`src/include/pwm_pkg.sv`:
```
package pwm_pkg;
    localparam int unsigned CLK_HZ        = 125_000_000;
    // one unit is 40 oscillator periods (10 us at 4 MHz)
    localparam int unsigned OSC_PER_UNIT  = 40;
    localparam int unsigned REF_OSC_HZ    = 4_000_000;
    localparam int unsigned UNIT_NS       = 10_000;
    localparam int unsigned UNIT_CYCLES   = UNIT_NS / (1_000_000_000 / CLK_HZ);
    localparam int unsigned TIMEOUT_US    = 655_350;
    localparam int unsigned TIMEOUT_UNITS = (TIMEOUT_US * 1000) / UNIT_NS;
    localparam int unsigned CNT_W         = 16;
    localparam int unsigned BYTE_W        = 8;
    localparam logic [CNT_W-1:0] CNT_ZERO = 16'h0000;
    localparam logic [CNT_W-1:0] CNT_ONE  = 16'h0001;
    localparam logic [CNT_W-1:0] CNT_MAX  = 16'hffff;
    localparam logic [CNT_W-1:0] BYTE_MASK = 16'h00ff;

    typedef struct packed {
        logic polarity;
        logic byte_wide;
    } pwm_req_t;

    typedef enum logic [1:0] {
        PWM_IDLE,
        PWM_ARM,
        PWM_WAIT,
        PWM_COUNT
    } pwm_state_t;
endpackage : pwm_pkg

```
`src/logic/pwm_unit_tick.sv`:
```
`timescale 1ns/10ps
`default_nettype none
// divider giving one pulse per count unit
module pwm_unit_tick #(
    parameter int unsigned DIV = pwm_pkg::UNIT_CYCLES
) (
    input  wire logic clk_in,
    input  wire logic rst_in,
    input  wire logic clear_in,
    output logic      tick_out
);
    localparam int unsigned W = $clog2(DIV + 1);
    localparam logic [W-1:0] LAST = W'(DIV - 1);
    localparam logic [W-1:0] ZERO = W'(0);
    localparam logic [W-1:0] ONE  = W'(1);

    logic [W-1:0] cnt_q;
    wire          at_last = (cnt_q == LAST);
    wire  [W-1:0] cnt_d   = (clear_in || at_last) ? ZERO : cnt_q + ONE;

    always_ff @(posedge clk_in)
    begin
        if (rst_in)
            cnt_q <= ZERO;
        else
            cnt_q <= cnt_d;
    end

    assign tick_out = at_last && !clear_in;
endmodule : pwm_unit_tick
`default_nettype wire

```
`src/logic/pwm_meter.sv`:
```
// How it works
// [RULE1] on a request the pin is switched to input before its transitions are watched.
// [RULE2] a one-bit polarity, 0 low and 1 high, picks the level the pin must enter to start.
// [RULE3] counting starts when the pin enters the chosen level and stops when it leaves it.
// [RULE4] a pin already at the chosen level on request does not start counting until a real entry.
// [RULE5] with no start edge within 0.65535 s the wait is abandoned and zero is returned.
// [RULE6] a word-wide result reports a valid count between 1 and 65535 units.
// [RULE7] one unit is 40 oscillator periods, 10 us at 4 MHz and 2 us at 20 MHz.
// [RULE8] the internal width counter is always 16 bits wide.
// [RULE9] a byte-wide result keeps only the low 8 bits, so 256 reads as zero.
// [RULE10] the counter clears on each request and done pulses one cycle when the result loads.
`timescale 1ns/10ps
`default_nettype none
module pwm_meter #(
    parameter int unsigned TIMEOUT_UNITS = pwm_pkg::TIMEOUT_UNITS,
    parameter int unsigned UNIT_CYCLES   = pwm_pkg::UNIT_CYCLES
) (
    input  wire logic                          clk_in,
    input  wire logic                          rst_in,
    input  wire logic                          start_in,
    input  wire pwm_pkg::pwm_req_t             req_in,
    input  wire logic                          pin_in,
    output logic                               pin_oe_n_out,
    output logic                               pin_drv_out,
    output logic                               busy_out,
    output logic                               done_out,
    output logic                               timeout_out,
    output logic [pwm_pkg::CNT_W-1:0]          result_out
);
    localparam logic [pwm_pkg::CNT_W-1:0] TMO = pwm_pkg::CNT_W'(TIMEOUT_UNITS);

    pwm_pkg::pwm_state_t state_q, state_d;
    pwm_pkg::pwm_req_t   req_q;
    logic                pin_meta_q, pin_sync_q, pin_prev_q;
    logic [pwm_pkg::CNT_W-1:0] cnt_q, wait_q, result_q; // [RULE8]
    logic                done_q, tmo_q, drive_q;
    logic                tick;

    function automatic logic [pwm_pkg::CNT_W-1:0] fit(
        input logic [pwm_pkg::CNT_W-1:0] v,
        input logic                      byte_wide
    );
        fit = byte_wide ? (v & pwm_pkg::BYTE_MASK) : v; // [RULE9]
    endfunction : fit

    wire idle      = (state_q == pwm_pkg::PWM_IDLE);
    wire take      = idle && start_in;
    wire at_level  = (pin_sync_q == req_q.polarity); // [RULE2]
    wire entered   = at_level && (pin_prev_q != req_q.polarity); // [RULE3] [RULE4]
    wire left      = !at_level;
    wire wait_over = tick && (wait_q == TMO - pwm_pkg::CNT_ONE);
    wire cnt_full  = tick && (cnt_q == pwm_pkg::CNT_MAX);
    wire finish_ok = (state_q == pwm_pkg::PWM_COUNT) && (left || cnt_full);
    wire finish_to = (state_q == pwm_pkg::PWM_WAIT) && !entered && wait_over;
    // a pulse ended before any whole unit still reports one unit
    wire [pwm_pkg::CNT_W-1:0] cnt_floor = (cnt_q == pwm_pkg::CNT_ZERO) ? pwm_pkg::CNT_ONE : cnt_q;
    wire [pwm_pkg::CNT_W-1:0] cnt_plus  = cnt_q + pwm_pkg::CNT_ONE;

    pwm_unit_tick #(
        .DIV (UNIT_CYCLES)
    ) u_tick (
        .clk_in   (clk_in),
        .rst_in   (rst_in),
        .clear_in (take || entered),
        .tick_out (tick)
    ); // [RULE7]

    always_comb
    begin
        state_d = state_q;
        unique case (state_q)
            pwm_pkg::PWM_IDLE:  if (start_in) state_d = pwm_pkg::PWM_ARM;
            // one cycle lets the prior level settle into the sampler
            pwm_pkg::PWM_ARM:   state_d = pwm_pkg::PWM_WAIT; // [RULE1]
            pwm_pkg::PWM_WAIT:
            begin
                if (entered)
                    state_d = pwm_pkg::PWM_COUNT;
                else if (wait_over)
                    state_d = pwm_pkg::PWM_IDLE; // [RULE5]
            end
            pwm_pkg::PWM_COUNT: if (finish_ok) state_d = pwm_pkg::PWM_IDLE;
        endcase
    end

    always_ff @(posedge clk_in)
    begin
        if (rst_in)
        begin
            pin_meta_q <= 1'b0;
            pin_sync_q <= 1'b0;
        end
        else
        begin
            pin_meta_q <= pin_in;
            pin_sync_q <= pin_meta_q;
        end
    end

    always_ff @(posedge clk_in)
    begin
        if (rst_in)
        begin
            state_q    <= pwm_pkg::PWM_IDLE;
            req_q      <= '0;
            pin_prev_q <= 1'b0;
            drive_q    <= 1'b1;
        end
        else
        begin
            state_q    <= state_d;
            pin_prev_q <= pin_sync_q;
            if (take)
            begin
                req_q   <= req_in;
                drive_q <= 1'b0; // [RULE1]
            end
        end
    end

    always_ff @(posedge clk_in)
    begin
        if (rst_in || take)
        begin
            cnt_q  <= pwm_pkg::CNT_ZERO; // [RULE10]
            wait_q <= pwm_pkg::CNT_ZERO;
        end
        else
        begin
            if (state_q == pwm_pkg::PWM_WAIT && tick)
                wait_q <= wait_q + pwm_pkg::CNT_ONE;
            if (state_q == pwm_pkg::PWM_COUNT && tick && !cnt_full)
                cnt_q <= cnt_plus; // [RULE3]
        end
    end

    always_ff @(posedge clk_in)
    begin
        if (rst_in)
        begin
            result_q <= pwm_pkg::CNT_ZERO;
            done_q   <= 1'b0;
            tmo_q    <= 1'b0;
        end
        else
        begin
            done_q <= finish_ok || finish_to; // [RULE10]
            if (finish_to)
            begin
                result_q <= pwm_pkg::CNT_ZERO; // [RULE5]
                tmo_q    <= 1'b1;
            end
            else if (finish_ok)
            begin
                result_q <= fit(cnt_floor, req_q.byte_wide); // [RULE6] [RULE9]
                tmo_q    <= 1'b0;
            end
        end
    end

    assign pin_oe_n_out = ~drive_q;
    assign pin_drv_out  = 1'b0;
    assign busy_out     = !idle;
    assign done_out     = done_q;
    assign timeout_out  = tmo_q;
    assign result_out   = result_q;
endmodule : pwm_meter
`default_nettype wire

```
`config.mk`:
```
export PLATFORM = sky130hd
export DESIGN_NAME = pwm_meter
export DESIGN_NICKNAME = d
export VERILOG_FILES = /design/src/include/pwm_pkg.sv /design/src/logic/pwm_unit_tick.sv /design/src/logic/pwm_meter.sv
export SDC_FILE = /design/constraint.sdc
export NUM_CORES = 1
export LEC_CHECK = 0
export ABC_AREA = 1
export BUFFER_PORTS_ARGS = -buffer_cell sky130_fd_sc_hd__buf_4
export CAP_MARGIN = 30
export CORE_ASPECT_RATIO = 1.75
export CORE_UTILIZATION = 45
export CTS_CLUSTER_SIZE = 25
export DETAILED_ROUTE_END_ITERATION = 16
export PLACE_DENSITY = 0.71
export SYNTH_ARGS = -nofsm -noshare
export SYNTH_HDL_FRONTEND = slang
export SYNTH_SLANG_ARGS = --single-unit
```
`constraint.sdc`:
```
create_clock -name clk_in -period 4.9 [get_ports clk_in]
set_input_delay 0.98 -clock clk_in [delete_from_list [all_inputs] [get_ports clk_in]]
set_output_delay 0.98 -clock clk_in [all_outputs]
set_load 0.02 [all_outputs]
```
==> impl_metrics.env, run 1 <==
export IMPL_status="complete, no violations"
export IMPL_async_flop_share_pct=0
export IMPL_post_cts_buffers=0
export IMPL_cts_buffers=9
export IMPL_fin_tns_setup_ps=0
export IMPL_max_vdd_ir_drop_uv=252.2
export IMPL_grt_use_total_pct=21.27
export IMPL_initial_utilization_pct=46.08
export IMPL_ff2ff_setup_slack_ps=2710
export IMPL_die_area_mm2=0.008477
export IMPL_multi_input_area_mm2=0.001957
export IMPL_finalCritPeriodShare_pct=46.82
export IMPL_cap_violations=0
export IMPL_required_ps=5160
export IMPL_grt_pass1_wl_mm=14.06
export IMPL_routedWlPerCell_um=12.93
export IMPL_hold_violations=0
export IMPL_syn2layout_area_growth_pct=13.77
export IMPL_cts_root_buf="clkbuf_16"
export IMPL_cts_sinks=69
export IMPL_synthTopCellsByCount="nand2_1 (117), nor2_1 (116), dfxtp_1 (69)"
export IMPL_ys_ff_latch=69
export IMPL_p_per_area_mw_per_mm2=358.5
export IMPL_diodes=0
export IMPL_cts_resized_gates=0
export IMPL_synth_most_common_cell="nand2_1"
export IMPL_p_total_uw=1487
export IMPL_wl_mm=8.518
export IMPL_cts_hold_buf=0
export IMPL_nFillCells=790
export IMPL_crit_path_start_kind="primary input"
export IMPL_drv_slew=0
export IMPL_p_leak_uw=0.001600
export IMPL_cts_tree="done"
export IMPL_switching_power_uw=412.9
export IMPL_sw_frac_of_total_pct=27.77
export IMPL_synth_nets=556
export IMPL_routabilityCongestion=0.9228
export IMPL_synth_edf_count=0
export IMPL_ff_latch_area_mm2=0.001381
export IMPL_portBuffers=25
export IMPL_yosysTopAreaCell="dfxtp_1"
export IMPL_ios=27
export IMPL_yosysWarningCount=0
export IMPL_worstPathArrival_ps=2550
export IMPL_grt_max_degree=25
export IMPL_drive_above_1_share_pct=10.54
export IMPL_setup_viol=0
export IMPL_p_int_uw=1074
export IMPL_overflow=0
export IMPL_fmaxAchievable_mhz=435.9
export IMPL_hold_path_class="reg -> reg"
export IMPL_reg2reg_depth=8
export IMPL_via_count=3422
export IMPL_worstReg2RegEnd="wait_q[10]$_SDFFE_PP0P_"
export IMPL_pre_cts_ws_ps=2254
export IMPL_synth_area_leaders="dfxtp_1 (38%), nand2_1 (12%), nor2_1 (12%)"
export IMPL_r2r_start="u_tick.cnt_q[0]$_SDFF_PP0_"
export IMPL_dp_hpwl_mm=6.416
export IMPL_core_mm2=0.007909
export IMPL_synth_distinct_cells=28
export IMPL_syn_area_per_cell_um2=6.700
export IMPL_drc=0
export IMPL_period_minus_slack_ps=2294
export IMPL_drtIter0Drc=135
export IMPL_power_share_combinational_pct=14.4
export IMPL_path_clk_slew_ps=50
export IMPL_min_delay_start="pin_meta_q$_SDFF_PP0_"
export IMPL_slew_headroom_pct=50.11
export IMPL_vias_per_cell=5.193
export IMPL_rows=43
export IMPL_rsz0062_at_grt="false"
export IMPL_seq_power_share_pct=41.2
export IMPL_antenna_found_initial=0
export IMPL_whs_endpoint="pin_sync_q$_SDFF_PP0_"
export IMPL_grt_pass1_vias=3241
export IMPL_yosysTopAreaCellShare_pct=37.90
export IMPL_synth_area_mm2=0.003645
export IMPL_worst_path_max_fanout=12
export IMPL_skew_ps=4.657
export IMPL_fin_ws_ps=2606
export IMPL_netlist_instances=544
export IMPL_seq_area_frac_synth_pct=37.90
export IMPL_fin_nets=577
export IMPL_path_class="in -> reg"
export IMPL_worst_slew_pin_slew_ps=747.5
export IMPL_whs_path_depth=2
export IMPL_drt_first_pass_iters=4
export IMPL_hold_slack_ps=408.4
export IMPL_clkPwrFrac_pct=44.4
export IMPL_fp_dieW_um=70.03
export IMPL_cts_max_path_buffers=2
export IMPL_antenna_left=0
export IMPL_clk_latency_ps=340
export IMPL_ys_flop_type="dfxtp_1"
export IMPL_fp_dieH_um=121.1
export IMPL_end_kind="flop"
export IMPL_htree_levels=3
export IMPL_fin_util_pct=52.43
[cell families (layout without fill, tap and decap cells)]
kind of cell	Yosys count	after routing	synth area share [%]
xor gates and xnor gates	20	20	4.806
AOI/OAI and AO/OA	63	63	8.788
adders and majority gates	6	6	2.060
other	1	1	0.1029
buffers and inverters	70	95	8.410
DFF	69	69	37.90
and+or+nand+nor	315	315	37.93
[power by group through the flow]
stage / clock network (µW) / registers, µW / logic (µW)
4_1_cts: 668 / 612 / 213
5_1_grt: 693 / 615 / 240
3_5_place_dp: 0 / 624 / 212
2_1_floorplan: 0 / 625 / 155
3_3_place_gp: 0 / 623 / 208
6_report: 661 / 612 / 214
[sequential cells by signal, indices dropped and copies added (netlist names)]
signal and count:
cnt_q 16, done_out 1, drive_q 1, pin_meta_q 1
pin_prev_q 1, pin_sync_q 1, req_q 2, result_out 16
state_q 2, timeout_out 1, u_tick.cnt_q 11, wait_q 16
[worst max-delay path by stage]
stage | cells past startpoint | slack, ps | startpoint | end
detailed placement | 10 | 2250 | start_in | wait_q[10]$_SDFFE_PP0P_
finish | 10 | 2610 | start_in | wait_q[10]$_SDFFE_PP0P_
global placement | 10 | 2390 | start_in | wait_q[10]$_SDFFE_PP0P_
CTS | 10 | 2610 | start_in | wait_q[10]$_SDFFE_PP0P_
floorplan | 9 | 2840 | start_in | result_out[10]$_SDFFE_PP0P_
global route | 8 | 2410 | u_tick.cnt_q[0]$_SDFF_PP0_ | wait_q[7]$_SDFFE_PP0P_
[routing by layer]
| metal | GRT usage [%] | vias up | routed length, µm | share of wire [%] |
|---|---|---|---|---|
| met5 | 0 | - | 0 | 0 |
| met4 | 15.38 | 0 | 512 | 6.0 |
| met3 | 4.900 | 36 | 200 | 2.3 |
| met2 | 39.54 | 59 | 4626 | 54 |
| li1 | - | 1773 | - | - |
| met1 | 19.84 | 1554 | 3179 | 37 |
[cell type report]
| cell class | count | area share (%) |
|---|---|---|
| timing repair buffer | 25 | 4.526 |
| tap | 90 | 2.716 |
| clock inverter | 4 | 1.147 |
| inverter | 55 | 5.009 |
| multi-input combinational | 405 | 47.19 |
| sequential | 69 | 33.31 |
| clock buffer | 11 | 6.095 |
[layout by cell type (no fill, tap or decap), types with 9 or more instances in the layout]
cell type,Yosys,final
a21oi_1,35,35
nor3_1,10,10
nand2_1,117,117
xor2_1,17,17
nor2_1,116,116
buf_4,2,25
nand4_1,11,11
nand3_1,39,39
clkbuf_16,0,9
dfxtp_1,69,69
o21ai_1,13,13
o21ai_0,14,14
inv_1,50,50
[through the flow]
stage          area [µm²]  std cells
2_1_floorplan        3645        544
3_3_place_gp         3846        644
3_5_place_dp         3846        644
4_1_cts              4146        659
5_1_grt              4146        659
6_report             4146        659
[worst max-delay path: stages]
cell	delay, ps
buf_4	120
nand3_1	120
inv_2	90
nor2_4	190
inv_2	70
nor2_4	130
nand2_1	300
inv_2	280
o21ai_0	120
a21oi_1	140
Note: power is estimated with default switching activity, not from simulation.
==> run 2, diff against run 1 <==
- ABC_AREA: 1 -> 0
- clock period: 4.9 -> 2.19 ns (I/O delays scaled with it)
==> run 2 against run 1 <==
Against the previous run:
- the flow now finishes with violations (negative setup slack)
- highest routed layer unchanged
- synthesized cell count is 30% lower
- clock power is 150% higher
- sequential share of layout area is 0.89 points lower
- power is 110% higher
- worst hold slack worse by 85 ps
- via count is 14% lower
- core utilization is 10 points higher
- die area is 13% lower
- clock skew is 1.1 ps higher
- sequential power is 110% higher
- final cell count is 20% lower
==> impl_metrics.env, run 2 <==
export IMPL_status="finished, violations left"
export IMPL_failed_checks="negative setup slack"
export IMPL_antenna_left=0
export IMPL_multi_input_area_mm2=0.001772
export IMPL_ios=27
export IMPL_grt_pass1_wl_mm=12.79
export IMPL_diodes=0
export IMPL_die_area_mm2=0.007384
export IMPL_drc=0
export IMPL_fin_tns_setup_ps=-4072
export IMPL_final_cell_mix="dfxtp_1 (68), buf_4 (68), nand2_1 (43), nor2_1 (37), a21oi_1 (31)"
export IMPL_path_clk_slew_ps=60
export IMPL_syn2layout_area_growth_pct=34.76
export IMPL_fin_nets=453
export IMPL_hold_path_class="in -> reg"
export IMPL_p_leak_uw=0.001572
export IMPL_path_class="reg -> reg"
export IMPL_setup_viol=29
export IMPL_end_kind="flop"
export IMPL_rsz0062_at_grt="true"
export IMPL_grt_max_degree=33
export IMPL_cap_violations=0
export IMPL_cts_sinks=69
export IMPL_ys_ff_latch=69
export IMPL_skew_ps=5.799
export IMPL_dp_hpwl_mm=5.422
export IMPL_nFillCells=584
export IMPL_clk_latency_ps=340
export IMPL_slowest_delay_ps=550
export IMPL_rows=40
export IMPL_hold_slack_ps=323.8
export IMPL_required_ps=2460
export IMPL_grt_pass1_vias=2879
export IMPL_routabilityCongestion=0.8847
export IMPL_fin_ws_ps=-248.8
export IMPL_synth_edf_count=0
export IMPL_period_minus_slack_ps=2439
export IMPL_cts_buffers=9
export IMPL_cts_tree="done"
export IMPL_path_delay_family="simple AND/OR/NAND/NOR gates"
export IMPL_overflow=0
export IMPL_synth_distinct_cells=46
export IMPL_finalCritPeriodShare_pct=111.4
export IMPL_cts_max_path_buffers=2
export IMPL_crit_chain="or4b_4 > or3_4 > or4_4 > or4_1 > a21oi_1"
export IMPL_antenna_found_initial=0
export IMPL_synth_area_mm2=0.003164
export IMPL_worst_path_max_fanout=7
export IMPL_worst_slew_pin_slew_ps=739.4
export IMPL_syn_area_per_cell_um2=8.349
export IMPL_fmaxAchievable_mhz=410.0
export IMPL_fin_util_pct=62.65
export IMPL_fp_dieH_um=112.9
export IMPL_synth_area_leaders="dfxtp_1 (44%), a21oi_1 (6.0%), nand2_1 (5.1%)"
export IMPL_async_flop_share_pct=0
export IMPL_drtIter0Drc=163
export IMPL_drt_first_pass_iters=4
export IMPL_vias_per_cell=5.556
export IMPL_yosysWarningCount=0
export IMPL_crit_path_start_kind="flop"
export IMPL_crit_slowest_cell="or4_4"
export IMPL_routedWlPerCell_um=14.91
export IMPL_portBuffers=25
export IMPL_seq_area_frac_synth_pct=43.65
export IMPL_yosysTopAreaCellShare_pct=43.65
export IMPL_fp_dieW_um=65.39
export IMPL_path_buf_inv=0
export IMPL_synth_most_common_cell="dfxtp_1"
export IMPL_grt_use_total_pct=22.89
export IMPL_drv_slew=0
export IMPL_netlist_instances=379
export IMPL_cts_root_buf="clkbuf_16"
export IMPL_core_mm2=0.006807
export IMPL_hold_violations=0
export IMPL_max_vdd_ir_drop_uv=609.8
export IMPL_ys_flop_type="dfxtp_1"
export IMPL_p_per_area_mw_per_mm2=719.6
export IMPL_yosysTopAreaCell="dfxtp_1"
export IMPL_htree_levels=3
export IMPL_drive_above_1_share_pct=26.74
export IMPL_slew_headroom_pct=50.25
export IMPL_post_place_cells=508
export IMPL_ff_latch_area_mm2=0.001383
export IMPL_synth_nets=391
export IMPL_final_cells=529
export IMPL_synthTopCellsByCount="dfxtp_1 (69), nand2_1 (43), a21oi_1 (38)"
export IMPL_initial_utilization_pct=46.49
export IMPL_wl_mm=7.886
export IMPL_worstPathArrival_ps=2710
export IMPL_via_count=2939
[run 2: stage by stage]
| step | cell area, µm² | total power (µW) | worst slack (ps) |
|---|---|---|---|
| floorplan | 3203 | 1391 | -302.4 |
| global placement | 3706 | 1438 | -291.4 |
| detailed placement | 3706 | 1441 | -318.5 |
| CTS | 4100 | 3089 | -261.3 |
| global route | 4264 | 3167 | -308.5 |
| finish | 4264 | 3068 | -248.8 |
[run 2: final timing paths]
kind,start,endpoint,slack [ps],cells past startpoint
worst min register to register,pin_meta_q$_SDFF_PP0_,pin_sync_q$_SDFF_PP0_,440,1
worst max-delay path,u_tick.cnt_q[9]$_SDFF_PP0_,cnt_q[15]$_SDFFE_PP0P_,-250,5
worst max register to register,u_tick.cnt_q[9]$_SDFF_PP0_,cnt_q[15]$_SDFFE_PP0P_,-250,5
worst min-delay path,pin_in,pin_meta_q$_SDFF_PP0_,320,2
[run 2: timing repair]
item | 4_1_cts | 5_1_grt
setup endpoints to repair | 37 | 39
cloned | 1 | 2
gates resized for setup | 10 | 20
setup buffers | 2 | 1
pin swaps | 6 | 2
hold buffers | 0 | 0
[run 2: cells by family (layout without fill, tap and decap cells)]
| kind of cell | Yosys count | in the layout | share of synthesized area, % |
|---|---|---|---|
| mux | 2 | 2 | 0.6327 |
| xor+xnor | 22 | 22 | 6.089 |
| buf+inv | 35 | 100 | 4.666 |
| flops | 69 | 69 | 43.65 |
| compound gates | 66 | 66 | 12.61 |
| fa+ha+maj | 6 | 6 | 2.372 |
| other cells | 1 | 1 | 0.1185 |
| simple gates | 178 | 179 | 29.85 |
[run 2: area by class of cell]
type	instances	share of cell area, %
Clock buffer	9	5.282
Multi-Input combinational cell	276	41.55
Clock inverter	6	2.612
Timing Repair Buffer	75	14.79
Inverter	10	0.8803
Tap cell	84	2.465
Sequential cell	69	32.42
[run 2: power breakdown]
group	switching (µW)	internal (µW)
Combinational	82.2	57.2
Sequential	13.8	1270
Clock	539	1110
Total	635	2430
[run 2: per-layer routing]
layer,GRT usage [%],vias to the layer above,wire [µm]
met2,41.03,68,4430
met3,6.754,39,243
met5,0,-,0
met1,21.51,1377,2786
li1,-,1455,-
met4,15.51,0,426
[run 2: worst register-to-register path, stage by stage, from the launching register on]
cell	delay (ps)
dfxtp_2	310
or4b_4	530
or3_4	360
or4_4	550
or4_1	500
a21oi_1	130
